### config.mk
export PLATFORM = sky130hd
export DESIGN_NAME = csm_monitor
export DESIGN_NICKNAME = d
export VERILOG_FILES = /design/src/verilog/csm_pkg.sv /design/src/verilog/csm_stop_det.sv /design/src/verilog/csm_monitor.sv
export SDC_FILE = /design/constraint.sdc
export NUM_CORES = 1
export LEC_CHECK = 0
export BUFFER_PORTS_ARGS = -buffer_cell sky130_fd_sc_hd__clkbuf_2
export CORE_AREA = 2 2 59 61
export CTS_CLUSTER_DIAMETER = 80
export DETAILED_ROUTE_END_ITERATION = 16
export DIE_AREA = 0 0 61 63
export HOLD_SLACK_MARGIN = 0.1
export PLACE_DENSITY = 0.9
export SYNTH_ARGS = -nofsm -noshare
export SYNTH_HDL_FRONTEND = slang
export SYNTH_SLANG_ARGS = --single-unit
export TNS_END_PERCENT = 1
### constraint.sdc
create_clock -name hclk -period 4.3 [get_ports hclk]
set_input_delay 1.075 -clock hclk [delete_from_list [all_inputs] [get_ports hclk]]
set_output_delay 1.075 -clock hclk [all_outputs]
set_load 0.05 [all_outputs]
### src/verilog/csm_pkg.sv
// constants and types shared by the main clock stop monitor
// assumes a single 40 MHz system clock and an AHB-Lite register slave
package csm_pkg;
    // ****************************************
    // register map (byte addresses)
    // ****************************************
    localparam logic [7:0] CSM_MODE_OFS = 8'h00;
    localparam logic [7:0] CSM_KEY_OFS = 8'h04;
    localparam logic [7:0] CSM_RSRC_OFS = 8'h08;
    localparam logic [7:0] CSM_STAT_OFS = 8'h0c;
    // field positions, the mode value after reset and the key value
    localparam int CSM_ENABLE_BIT = 0;
    localparam int CSM_FLAG_BIT = 0;
    localparam int CSM_ACTIVE_BIT = 0;
    localparam int CSM_REQ_BIT = 1;
    localparam logic [7:0] CSM_MODE_RST = 8'h00;
    localparam logic [7:0] CSM_KEY_VAL = 8'ha5;
    // sampling defaults: hclk cycles per sample, silent samples to fail
    localparam int CSM_SAMPLE_DIV = 4;
    localparam int CSM_STOP_TICKS = 8;

    // clock-system status inputs that can pause monitoring
    typedef struct packed {
        logic stop_mode;
        logic osc_settling;
        logic main_osc_halt;
        logic cpu_clock_status;
        logic internal_osc_stop;
        logic internal_osc_cpu_flag;
    } csm_ctl_t;

    // protected write sequencer
    typedef enum logic {CSM_LOCKED, CSM_UNLOCKED} csm_prot_t;
endpackage : csm_pkg

### src/verilog/csm_stop_det.sv
// main clock transition detector for the clock stop monitor
// assumes main_clk is already a level synchronous to hclk
`timescale 1ns/10ps
module csm_stop_det
    import csm_pkg::*;
#(
    parameter int SAMPLE_DIV = CSM_SAMPLE_DIV,
    parameter int STOP_TICKS = CSM_STOP_TICKS
)
(
    input wire logic hclk,
    input wire logic hresetn,
    input wire logic main_clk,
    input wire logic active,
    output logic stopped
);
    localparam int DW = $clog2(SAMPLE_DIV + 1);
    localparam int GW = $clog2(STOP_TICKS + 1);
    localparam logic [DW-1:0] DIV_LAST = DW'(SAMPLE_DIV - 1);
    localparam logic [GW-1:0] GAP_LAST = GW'(STOP_TICKS - 1);

    logic [DW-1:0] div_q;
    logic [GW-1:0] gap_q;
    logic prev_q;
    wire tick = (div_q == DIV_LAST);
    wire edge_seen = (main_clk != prev_q);
    // a stop is declared after STOP_TICKS silent sample ticks
    assign stopped = active && tick && !edge_seen && (gap_q == GAP_LAST); // see RQ14

    // sample divider and silent-tick counter; pausing clears the count so
    // a resumed monitor never trips on stale silence
    always_ff @(posedge hclk or negedge hresetn)
    begin
        if (!hresetn)
        begin
            div_q <= '0;
            gap_q <= '0;
            prev_q <= 1'b0;
        end
        else
        begin
            prev_q <= main_clk;
            div_q <= tick ? '0 : div_q + 1'b1;
            if (!active || edge_seen || stopped)
                gap_q <= '0;
            else if (tick)
                gap_q <= gap_q + 1'b1;
        end
    end
endmodule : csm_stop_det

### src/verilog/csm_monitor.sv
// main clock stop monitor with protected mode register on AHB-Lite
// assumes all control inputs are synchronous to hclk; hresetn is the
// external reset, and the reset request drives system reset elsewhere
`timescale 1ns/10ps
// Overview of operation
// RQ1: the main clock is sampled and a stop while active requests reset.
// RQ2: once the enable bit is set, writes cannot clear it; only reset can.
// RQ3: a monitor-caused reset sets the clock-fail reset-source flag.
// RQ4: the mode register is 8 bits, enable at bit 0, others zero, resets 0.
// RQ5: writing 1 to the enable bit starts monitoring; 0 means disabled.
// RQ6: the mode register only takes a write right after the key sequence.
// RQ7: the mode register takes byte and single-bit (byte lane) accesses.
// RQ8: stop mode and the following settling count pause monitoring.
// RQ9: subclock running with main osc halted pauses until main reselected.
// RQ10: a stopped sampling oscillator suspends monitoring and any reset.
// RQ11: monitoring is suspended while the CPU runs on the internal osc.
// RQ12: external reset clears enable; software re-enables after settling.
// RQ13: in sub-idle the monitor runs if main osc runs, stops if halted.
// RQ14: a stop is declared after a fixed count of silent sample periods.
module csm_monitor
    import csm_pkg::*;
#(
    parameter int SAMPLE_DIV = CSM_SAMPLE_DIV,
    parameter int STOP_TICKS = CSM_STOP_TICKS
)
(
    input wire logic hclk,
    input wire logic hresetn,
    input wire logic hsel,
    input wire logic [31:0] haddr,
    input wire logic [1:0] htrans,
    input wire logic hwrite,
    input wire logic [2:0] hsize,
    input wire logic [31:0] hwdata,
    input wire logic hready,
    output logic hreadyout,
    output logic hresp,
    output logic [31:0] hrdata,
    input wire logic main_clk,
    input wire csm_ctl_t ctl,
    output logic clock_fail_reset_req,
    output logic clock_fail_reset_flag,
    output logic monitor_active
);
    // ****************************************
    // bus address phase capture
    // ****************************************
    logic dp_valid_q;
    logic dp_write_q;
    logic [7:0] dp_addr_q;
    logic dp_lane0_q;
    wire ap_take = hsel && hready && htrans[1];

    // the slave never stalls, so each address phase is taken at once
    always_ff @(posedge hclk or negedge hresetn)
    begin
        if (!hresetn)
        begin
            dp_valid_q <= 1'b0;
            dp_write_q <= 1'b0;
            dp_addr_q <= 8'h00;
            dp_lane0_q <= 1'b0;
        end
        else
        begin
            dp_valid_q <= ap_take;
            dp_write_q <= hwrite;
            dp_addr_q <= {haddr[7:2], 2'b00};
            dp_lane0_q <= (haddr[1:0] == 2'b00) && (hsize <= 3'h2);
        end
    end

    // data phase decode; byte lane 0 carries every writable bit
    wire dp_wr = dp_valid_q && dp_write_q;
    wire dp_rd = dp_valid_q && !dp_write_q;
    wire sel_mode = (dp_addr_q == CSM_MODE_OFS);
    wire sel_key = (dp_addr_q == CSM_KEY_OFS);
    wire sel_rsrc = (dp_addr_q == CSM_RSRC_OFS);
    wire sel_stat = (dp_addr_q == CSM_STAT_OFS);
    wire key_hit = dp_wr && sel_key && dp_lane0_q &&
        (hwdata[7:0] == CSM_KEY_VAL);
    wire mode_wr = dp_wr && sel_mode && dp_lane0_q; // see RQ7

    // ****************************************
    // protected write sequence
    // ****************************************
    csm_prot_t prot_q;
    csm_prot_t prot_d;
    // a key write opens exactly one following write, to any register, which relocks; reads leave it open
    always_comb
    begin
        case (prot_q)
            CSM_LOCKED: prot_d = key_hit ? CSM_UNLOCKED : CSM_LOCKED;
            CSM_UNLOCKED: prot_d = dp_wr ? CSM_LOCKED : CSM_UNLOCKED;
            default: prot_d = CSM_LOCKED;
        endcase
    end
    wire mode_wr_ok = mode_wr && (prot_q == CSM_UNLOCKED); // see RQ6

    // ****************************************
    // mode register and pause conditions
    // ****************************************
    logic enable_q;
    logic halt_pause_q;
    logic req_q;
    logic flag_q;
    logic stopped;
    // writes of 0 are dropped: the bit is set-only until reset
    wire enable_d = enable_q || (mode_wr_ok && hwdata[CSM_ENABLE_BIT]); // see RQ2
    // main osc halt pauses from the halt until main clock is reselected,
    // so sub-idle with the oscillator running keeps monitoring
    wire halt_pause_d = ctl.main_osc_halt ||
        (halt_pause_q && ctl.cpu_clock_status); // see RQ9
    wire paused = ctl.stop_mode || ctl.osc_settling // see RQ8
        || halt_pause_q || ctl.main_osc_halt // see RQ13
        || ctl.internal_osc_stop // see RQ10
        || ctl.internal_osc_cpu_flag; // see RQ11
    wire active = enable_q && !paused && !req_q; // see RQ5
    wire flag_clr = dp_wr && sel_rsrc && dp_lane0_q && hwdata[CSM_FLAG_BIT];

    // external reset clears enable and stops monitoring
    always_ff @(posedge hclk or negedge hresetn)
    begin
        if (!hresetn)
        begin
            prot_q <= CSM_LOCKED;
            enable_q <= CSM_MODE_RST[CSM_ENABLE_BIT]; // see RQ4, RQ12
            halt_pause_q <= 1'b0;
            req_q <= 1'b0;
            flag_q <= 1'b0;
        end
        else
        begin
            prot_q <= prot_d;
            enable_q <= enable_d;
            halt_pause_q <= halt_pause_d;
            req_q <= req_q || stopped; // see RQ1
            // a new failure wins over a same-cycle software clear
            flag_q <= stopped || (flag_q && !flag_clr); // see RQ3
        end
    end

    csm_stop_det #(
        .SAMPLE_DIV(SAMPLE_DIV),
        .STOP_TICKS(STOP_TICKS)
    ) u_det (
        .hclk(hclk),
        .hresetn(hresetn),
        .main_clk(main_clk),
        .active(active),
        .stopped(stopped)
    );

    // ****************************************
    // outputs and read mux
    // ****************************************
    assign hreadyout = 1'b1;
    assign hresp = 1'b0;
    assign clock_fail_reset_req = req_q;
    assign clock_fail_reset_flag = flag_q;
    assign monitor_active = active;
    // read mux over flops and the combinational active bit; unmapped addresses read zero
    wire [31:0] rd_mode = {31'h0, enable_q}; // see RQ4
    wire [31:0] rd_rsrc = {31'h0, flag_q};
    wire [31:0] rd_stat = {30'h0, req_q, active};
    assign hrdata = !dp_rd ? 32'h0 :
        sel_mode ? rd_mode :
        sel_rsrc ? rd_rsrc :
        sel_stat ? rd_stat : 32'h0;
endmodule : csm_monitor

Yosys cells after proc, flatten, opt, wreduce, memory -nomap -nowiden
Cells that the tools add are included.
- register bits: 22
- bits of input ports: 81
- output and inout port bits: 37
- word-level logic and storage cells: 75
- $add $sub $neg: 2
- order comparisons: 1
- eq/ne operators: 7
- mux-type cells: 10
- bitwise gates (word level): 1
- reduce and logical (&&, ||, !) cells: 42
- operators by type and width (cell ; count):
    $mux W32 ; 1
    $logic_and A1 B1 Y1 ; 22
    $eq A6 B2 Y1 const B ; 2
    $logic_or A1 B1 Y1 ; 11
    $eq A8 B8 Y1 const B ; 1
    $logic_not A8 Y1 ; 1
    $mux W4 ; 2
    $eq A6 B1 Y1 const B ; 1
    $logic_not A1 Y1 ; 6
    $mux W2 ; 3
    $add A4 B1 Y4 const B ; 1
    $eq A4 B3 Y1 const B ; 1
    $add A3 B1 Y3 const B ; 1
    $eq A3 B2 Y1 const B ; 1
    $le A3 B2 Y1 const B ; 1
    $mux W3 ; 1
    $logic_not A2 Y1 ; 1
    $mux W1 ; 2
    $pmux W1 S2 ; 1
    $reduce_bool A2 Y1 ; 1
    $ne A1 B1 Y1 ; 1
    $not A1 Y1 ; 1

Logic depth before layout (Yosys ltp)
Gate-level depths: netlist of run 1.
- depth after elaboration: 13
- depth in mapped cells: 5

Modules after synthesis
Synthesis of run 1 repeated with hierarchy kept, for this count alone.
- cell total of the unflattened synthesis: 107
- area total of the unflattened synthesis: 1198.6 sq um
- by module, submodules not included (module ; times used ; cells an instance ; area each (sq um) ; sequential area each (sq um)):
    csm_monitor ; 1 ; 76 ; 810.8 ; 350.3
    csm_stop_det ; 1 ; 31 ; 387.9 ; 200.2

Worst setup path before layout of run 1
OpenSTA, ideal clock, no wires.
- path kind: input to output
- start point: input port ctl[3] (netlist bit)
- end point: output port hrdata[0]
- arrival: 2834 ps
- path slack: 391 ps
- stages: 3
- path through: nor4_1 > nand4_1 > a221oi_1
- cells in the longest elaborated chain, start to end: 10
- RTL lines (what ; line ; RTL):
    start: declaration ; csm_monitor.sv:40 ; input wire csm_ctl_t ctl,
    $logic_or A1 B1 Y1 ; csm_monitor.sv:115 ; || halt_pause_q || ctl.main_osc_halt
    $logic_or A1 B1 Y1 ; csm_monitor.sv:116 ; || ctl.internal_osc_stop
    $logic_or A1 B1 Y1 ; csm_monitor.sv:117 ; || ctl.internal_osc_cpu_flag;
    $logic_not A1 Y1 ; csm_monitor.sv:118 ; wire active = enable_q && !paused && !req_q;
    $logic_and A1 B1 Y1 (2 in series) ; csm_monitor.sv:118 ;
    $mux W2 ; csm_monitor.sv:169 ; sel_stat ? rd_stat : 32'h0;
    $mux W2 ; csm_monitor.sv:168 ; sel_rsrc ? rd_rsrc :
    $mux W2 ; csm_monitor.sv:167 ; sel_mode ? rd_mode :
    $mux W32 ; csm_monitor.sv:166 ; assign hrdata = !dp_rd ? 32'h0 :
    end: declaration ; csm_monitor.sv:38 ; output logic [31:0] hrdata,
Every way passes these cells.

Final worst setup path of run 1
Ends and elaborated chain as after synthesis.

==> results.json, run 1 <==
{
  "cts_made_buffers": 3,
  "wire_per_inst_um": 10.2,
  "start_util_pct": 36.6,
  "p_total_w": 0.000456,
  "grt_overflow_total": 0,
  "grt_first_pass_wirelength_um": 3170,
  "cts.hold.buffers_added": 0,
  "min_to": "u_det.div_q[0]$_DFF_PN0_",
  "seqPwrFrac_pct": 47.2,
  "cp_cell_sequence": "clkbuf_2 > nor4_1 > nand4_1 > a221oi_1 > clkbuf_2",
  "end_kind": "output port",
  "io_pins": 118,
  "n_antenna_cell": 0,
  "yosysSeqAreaShare_pct": 46.6,
  "cp_max_fo": 3,
  "ys_warn_count": 0,
  "hold_depth": 1,
  "fp.dieH_um": 63,
  "drive_above_1_share_pct": 30.6,
  "globalplace.congestion": 0.803,
  "outcome": "finished, final reports clean",
  "post-route-period-util_pct": 80.3,
  "setup_viol": 0,
  "grt_max_degree": 23,
  "postCtsSetupBuffers": 0,
  "final_nets": 231,
  "timing.final.crit_period_ps": 3450,
  "r2r_setup_slack_ps": 2720,
  "setup_tns_ps": 0,
  "cp_slowest_cell": "nor4_1",
  "fillers": 339,
  "p_switching_w": 0.000137,
  "netlist_instances": 110,
  "reg2reg_depth": 4,
  "slew_headroom_pct": 59.7,
  "syn_area_um2": 1180,
  "clkLatencyLatePin_ps": 310,
  "cts.sinks": 22,
  "hp-start": "u_det.div_q[0]$_DFF_PN0_",
  "start_kind": "input port",
  "critPathMaxStageDelay_ps": 430,
  "hold_viol": 0,
  "cts_buffer_depth": 2,
  "arrival_ps": 2380,
  "drtAntennaViolNets": 0,
  "htree_levels": 1,
  "port_buffers": 36,
  "combinationalPowerShare_pct": 18.5,
  "drt_wl_total_um": 1980,
  "multi_input_area_um2": 478,
  "reg2reg_to": "u_det.gap_q[0]$_DFFE_PN0P_",
  "avgSynthCellArea_um2": 10.7,
  "p_per_area_nw_per_um2": 342,
  "finalMaxSlewViolations": 0,
  "synth_seq_cells": 22,
  "area_delta_synth_final_pct": 12.8,
  "fmax_mhz": 290,
  "hold_class": "flip-flop to flip-flop",
  "design.die.area_um2": 3840,
  "cts_root_buffer": "clkbuf_4",
  "rsz0062_at_grt": "no",
  "synth_cell_types": 36,
  "grtUsageTotal_pct": 11.2,
  "netSwitchingFraction_pct": 30.0,
  "route.detailed.drc": 0,
  "num_vias": 808,
  "vias_per_cell": 4.19,
  "p_clk_share_pct": 34.3,
  "dpl.hpwl_um": 1640,
  "drtIter0Drc": 15,
  "cp.required_ps": 3220,
  "cts_tree": "yes",
  "skew_ps": 1.62,
  "seqCellArea_um2": 551,
  "post_cts_resized": 0,
  "maxCapViolations": 0,
  "crit_path_frequent_cell": "clkbuf_2",
  "ir_worst_vdd_mv": 0.183,
  "firstDrtPassIters": 3,
  "tightest_slew_ps": 599,
  "core_area_um2": 3230,
  "antenna_found_initial": 0,
  "grt_pass1_vias": 697,
  "clk_pin_slew_ps": 110,
  "worstSetupPathType": "input port to output port",
  "fp.dieW_um": 61,
  "p_leak_nw": 0.682,
  "rows": 21,
  "timing.rr.start": "u_det.div_q[0]$_DFF_PN0_",
  "p_int_w": 0.000319
}
-- through the flow --
stage	instances	worst slack [ps]	hold slack, ps	util, %	cell area, um^2
6_report	193	847	444	41.3	1330
3_3_place_gp	189	795	420	39.6	1280
3_5_place_dp	189	808	429	39.6	1280
5_1_grt	193	674	471	41.3	1330
2_1_floorplan	140	391	408	-	1290
4_1_cts	193	813	446	41.3	1330
-- synthesized netlist by cell type (all sizes together) --
| library cell | n | area [um^2] |
|---|---|---|
| buf | 33 | 251 |
| dfrtp | 22 | 551 |
| nor2 | 6 | 22.5 |
| inv | 4 | 15.0 |
| nand4 | 4 | 25.0 |
| and2 | 3 | 18.8 |
| nor2b | 3 | 18.8 |
| nor3 | 3 | 15.0 |
| a31o | 2 | 17.5 |
| conb | 2 | 7.51 |
| ha | 2 | 25.0 |
| nor4 | 2 | 12.5 |
| nor4b | 2 | 23.8 |
| o21ai | 2 | 10.0 |
| xnor2 | 2 | 17.5 |
| a2111oi | 1 | 8.76 |
| a211oi | 1 | 7.51 |
| a21boi | 1 | 7.51 |
| a21o | 1 | 7.51 |
| a221oi | 1 | 8.76 |
| a41o | 1 | 10.0 |
| and3 | 1 | 6.26 |
| and4 | 1 | 8.76 |
| mux2i | 1 | 10.0 |
| nand2 | 1 | 3.75 |
| nand2b | 1 | 6.26 |
| nand3 | 1 | 5.00 |
| nand3b | 1 | 7.51 |
| nor4bb | 1 | 10.0 |
| o211ai | 1 | 7.51 |
| o41ai | 1 | 16.3 |
| or4 | 1 | 11.3 |
| xor2 | 1 | 8.76 |
-- layout make-up --
| class | instances | area share [%] |
|---|---|---|
| clock inverter | 1 | 2.25 |
| inverter | 4 | 1.13 |
| multi-input combinational | 81 | 35.8 |
| sequential | 22 | 41.3 |
| timing repair buffer | 36 | 13.5 |
| tap | 46 | 4.32 |
| clock buffer | 3 | 1.69 |
-- logic make-up after synthesis --
| group | share of synthesized area (%) |
|---|---|
| mux | 0.847 |
| other cells | 0.635 |
| buf+inv | 22.5 |
| flops | 46.6 |
| compound gates | 8.57 |
| xor+xnor | 2.22 |
| simple gates | 16.5 |
| fa+ha+maj | 2.12 |
-- registers in the layout (all words and copies together) (netlist names) --
name,flops
dp_lane0_q,1
clock_fail_reset_flag,1
dp_valid_q,1
dp_write_q,1
u_det.div_q,3
prot_q,1
u_det.gap_q,4
dp_addr_q,6
halt_pause_q,1
u_det.prev_q,1
clock_fail_reset_req,1
enable_q,1
-- cell usage in the layout, fill, tap and decap left out, types with 2 or more instances in the layout --
master    count
and2_1        3
nor2_1        6
clkbuf_4      3
nor2b_1       3
nand4_1       4
xnor2_1       2
clkbuf_2     36
dfrtp_1      22
conb_1       32
a31o_2        2
nor3_1        3
inv_1         4
ha_1          2
nor4_1        2
-- metal layers --
metal  global-route usage (%)  wire, um  vias to the layer above
met2                     15.1       842                       45
met5                        0         0                        -
met1                     15.2       869                      366
met3                     4.76       221                        5
met4                     5.71        42                        0
li1                         -         -                      392
-- worst max path at each step --
| stage | from | end | slack, ps | cells after the start |
|---|---|---|---|---|
| finish | ctl[3] | hrdata[0] | 850 | 5 |
| global placement | ctl[3] | hrdata[0] | 790 | 5 |
| global route | ctl[3] | hrdata[0] | 670 | 5 |
| CTS | ctl[3] | hrdata[0] | 810 | 5 |
| detailed placement | ctl[3] | hrdata[0] | 810 | 5 |
| floorplan | ctl[3] | hrdata[0] | 390 | 3 |
-- worst max-delay path: cells and delay by family --
family,cells,cell delay [ps]
AOI/OAI and AO/OA,1,310
buffers and inverters,2,420
and+or+nand+nor,2,570
-- power by group through the flow --
stage | Clock, W | Combinational, W | Sequential [W]
finish | 0.000156 | 0.0000843 | 0.000215
floorplan | 0 | 0.0000884 | 0.000219
detailed placement | 0 | 0.0000841 | 0.000219
global route | 0.000174 | 0.0000896 | 0.000216
CTS | 0.000161 | 0.0000842 | 0.000215
global placement | 0 | 0.0000834 | 0.000219
Note: power is estimated with default switching activity, not from simulation.
==> run 2: changes to the inputs <==
--- a/config.mk
+++ b/config.mk
@@ -5,13 +5,14 @@
 export SDC_FILE = /design/constraint.sdc
 export NUM_CORES = 1
 export LEC_CHECK = 0
+export ABC_AREA = 1
 export BUFFER_PORTS_ARGS = -buffer_cell sky130_fd_sc_hd__clkbuf_2
-export CORE_AREA = 2 2 59 61
+export CORE_AREA = 2 2 66 68
 export CTS_CLUSTER_DIAMETER = 80
 export DETAILED_ROUTE_END_ITERATION = 16
-export DIE_AREA = 0 0 61 63
+export DIE_AREA = 0 0 68 70
 export HOLD_SLACK_MARGIN = 0.1
-export PLACE_DENSITY = 0.9
+export PLACE_DENSITY = 0.8
 export SYNTH_ARGS = -nofsm -noshare
 export SYNTH_HDL_FRONTEND = slang
 export SYNTH_SLANG_ARGS = --single-unit
==> constraint.sdc (replaced) <==
create_clock -name hclk -period 3.1 [get_ports hclk]
set_input_delay 0.775 -clock hclk [delete_from_list [all_inputs] [get_ports hclk]]
set_output_delay 0.775 -clock hclk [all_outputs]
set_load 0.05 [all_outputs]
==> run 2 against run 1 <==
  * Register-to-register slack lost 810 ps
  * Flip-flop and latch count unchanged
  * Count of clock-buffer cells in the layout rose by 1
  * Setup slack lost 250 ps
  * Synthesized area grew 7.5%
  * Cell count grew 20%
  * Sequential share of layout area down 3.1 points
  * Largest power group unchanged
  * Wire length increased by 3.9%
  * Worst hold slack worse by 5.9 ps
==> results.json, run 2 <==
{
  "p_per_area_nw_per_um2": 429,
  "cts_made_buffers": 3,
  "worstSetupPathType": "input port to output port",
  "cts_buffer_depth": 2,
  "hold-worst-slack_ps": 438,
  "grt_pass1_vias": 817,
  "syn_area_um2": 1270,
  "drtIter0Drc": 12,
  "final_area_um2": 1440,
  "io_pins": 118,
  "design.die.area_um2": 4760,
  "most-common-layout-cells": "36 x clkbuf_2, 32 x conb_1, 22 x dfrtp_1",
  "cp_num_buf_inv": 2,
  "crit_cells": 7,
  "firstDrtPassIters": 4,
  "post_cts_resized": 0,
  "setup_viol": 0,
  "start_kind": "input port",
  "cts.hold.buffers_added": 0,
  "ys_warn_count": 0,
  "grt_first_pass_wirelength_um": 3490,
  "vias_per_cell": 3.94,
  "finalMaxSlewViolations": 0,
  "hp-start": "u_det.div_q[0]$_DFF_PN0_",
  "antenna_found_initial": 0,
  "cp_slowest_cell": "clkbuf_2",
  "synth_cell_types": 32,
  "dpl.hpwl_um": 1760,
  "area_delta_synth_final_pct": 13.6,
  "rsz0062_at_grt": "no",
  "synth_async_sr_flop_share_pct": 100,
  "fillers": 428,
  "final_nets": 263,
  "num_vias": 910,
  "largest_reg_flops": 6,
  "top_regs": "dp_addr_q: 6 flops, u_det.gap_q: 4 flops, u_det.div_q: 3 flops",
  "yosysSeqAreaShare_pct": 43.3,
  "fp.dieH_um": 70,
  "crit_path_frequent_cell": "clkbuf_2",
  "hold_class": "flip-flop to flip-flop",
  "synth_flop_cell": "dfrtp_1",
  "port_buffers": 36,
  "yosys.area.top_type": "dfrtp_1",
  "postCtsSetupBuffers": 0,
  "drt_wl_total_um": 2050,
  "route.detailed.drc": 0,
  "drtAntennaViolNets": 0,
  "placed_area_um2": 1390,
  "maxCapViolations": 0,
  "cp_top_family": "simple AND/OR/NAND/NOR gates",
  "clkLatencyLatePin_ps": 250,
  "top_register": "dp_addr_q",
  "synth_seq_cells": 22,
  "hold_viol": 0,
  "grt_max_degree": 23,
  "rows": 24,
  "cp_max_fo": 4,
  "cts_root_buffer": "clkbuf_8",
  "drive_above_1_share_pct": 33.0,
  "start_util_pct": 30.7,
  "globalplace.congestion": 0.766,
  "timing.final.crit_period_ps": 2510,
  "htree_levels": 1,
  "hold_depth": 1,
  "cp.required_ps": 2320,
  "reg2reg_to": "u_det.gap_q[0]$_DFFE_PN0P_",
  "synth_edf_count": 0,
  "slew_headroom_pct": 64.3,
  "min_to": "u_det.div_q[0]$_DFF_PN0_",
  "end_kind": "output port",
  "critPathMaxStageDelay_ps": 290,
  "multi_input_area_um2": 544,
  "cts.sinks": 22,
  "seqCellArea_um2": 551,
  "outcome": "finished, final reports clean",
  "timing.rr.start": "u_det.div_q[0]$_DFF_PN0_",
  "reg2reg_depth": 6,
  "fmax_mhz": 399,
  "core_area_um2": 4140,
  "r2r_setup_slack_ps": 1910,
  "skew_ps": 6.24,
  "netlist.area_leader.share_pct": 43.3,
  "p_leak_nw": 0.740,
  "ir_worst_vdd_mv": 0.318,
  "avgSynthCellArea_um2": 9.02,
  "netlist_top_cells_count": "32 x buf_4, 22 x dfrtp_1, 18 x nand2_1, 18 x nor2_1, 10 x inv_1",
  "fp.dieW_um": 68,
  "cp_cell_sequence": "clkbuf_2 > nor2_2 > nand2_2 > nor2_4 > nand2_1 > a21oi_2 > clkbuf_2",
  "synth.most_common_cell": "buf_4",
  "grt_overflow_total": 0,
  "clk_pin_slew_ps": 80,
  "wire_per_inst_um": 8.88,
  "arrival_ps": 1730,
  "post-route-util_pct": 34.8,
  "synth_area_leaders": "dfrtp_1 43%, buf_4 19%, nand2_1 5.3%",
  "setup_tns_ps": 0,
  "final_common_cell": "clkbuf_2",
  "post-route-period-util_pct": 80.8,
  "grtUsageTotal_pct": 9.55,
  "tightest_slew_ps": 536,
  "n_antenna_cell": 0,
  "cts_tree": "yes",
  "netlist_instances": 141
}
==> run 2: worst max-delay path by stage <==
stage	start	end	slack [ps]
floorplan	ctl[3]	hrdata[0]	420
global placement	ctl[3]	hrdata[0]	590
detailed placement	ctl[3]	hrdata[0]	580
CTS	ctl[3]	hrdata[0]	580
global route	ctl[3]	hrdata[0]	520
finish	ctl[3]	hrdata[0]	590
==> run 2: metal layers <==
| metal | vias to the layer above | GRT usage [%] | share of wire [%] |
|---|---|---|---|
| li1 | 453 | - | - |
| met1 | 405 | 10.7 | 39 |
| met2 | 48 | 16.9 | 50 |
| met3 | 4 | 2.90 | 9.5 |
| met4 | 0 | 2.67 | 1.5 |
| met5 | - | 0 | 0 |
==> run 2: kinds of logic (layout without fill, tap and decap cells) <==
| family | after synthesis | after routing | synth area share, % |
|---|---|---|---|
| buffers and inverters | 45 | 53 | 22.7 |
| AOI/OAI and AO/OA | 7 | 7 | 4.13 |
| and+or+nand+nor | 61 | 61 | 25.3 |
| adders and majority gates | 2 | 2 | 1.97 |
| DFF | 22 | 22 | 43.3 |
| other | 2 | 32 | 0.591 |
| xor gates and xnor gates | 2 | 2 | 1.97 |
==> run 2: final cells by class <==
class                           instances  share of cell area (%)
Clock buffer                            4                    3.81
Inverter                               13                    3.38
Multi-Input combinational cell        104                    37.7
Sequential cell                        22                    38.1
Tap cell                               52                    4.51
Timing Repair Buffer                   36                    12.5
==> run 2: metrics by stage <==
| step | setup WS, ps | power, W | cells |
|---|---|---|---|
| 2_1_floorplan | 416 | 0.000435 | 171 |
| 3_3_place_gp | 591 | 0.000429 | 227 |
| 3_5_place_dp | 578 | 0.000431 | 227 |
| 4_1_cts | 578 | 0.000629 | 231 |
| 5_1_grt | 524 | 0.000651 | 231 |
| 6_report | 594 | 0.000620 | 231 |
==> run 2: power breakdown <==
part	total (W)	internal, W	switching [W]
clock	0.000195	0.000113	0.0000822
combinational	0.000126	0.0000220	0.000104
sequential	0.000299	0.000295	0.00000433
total	0.000620	0.000430	0.000190
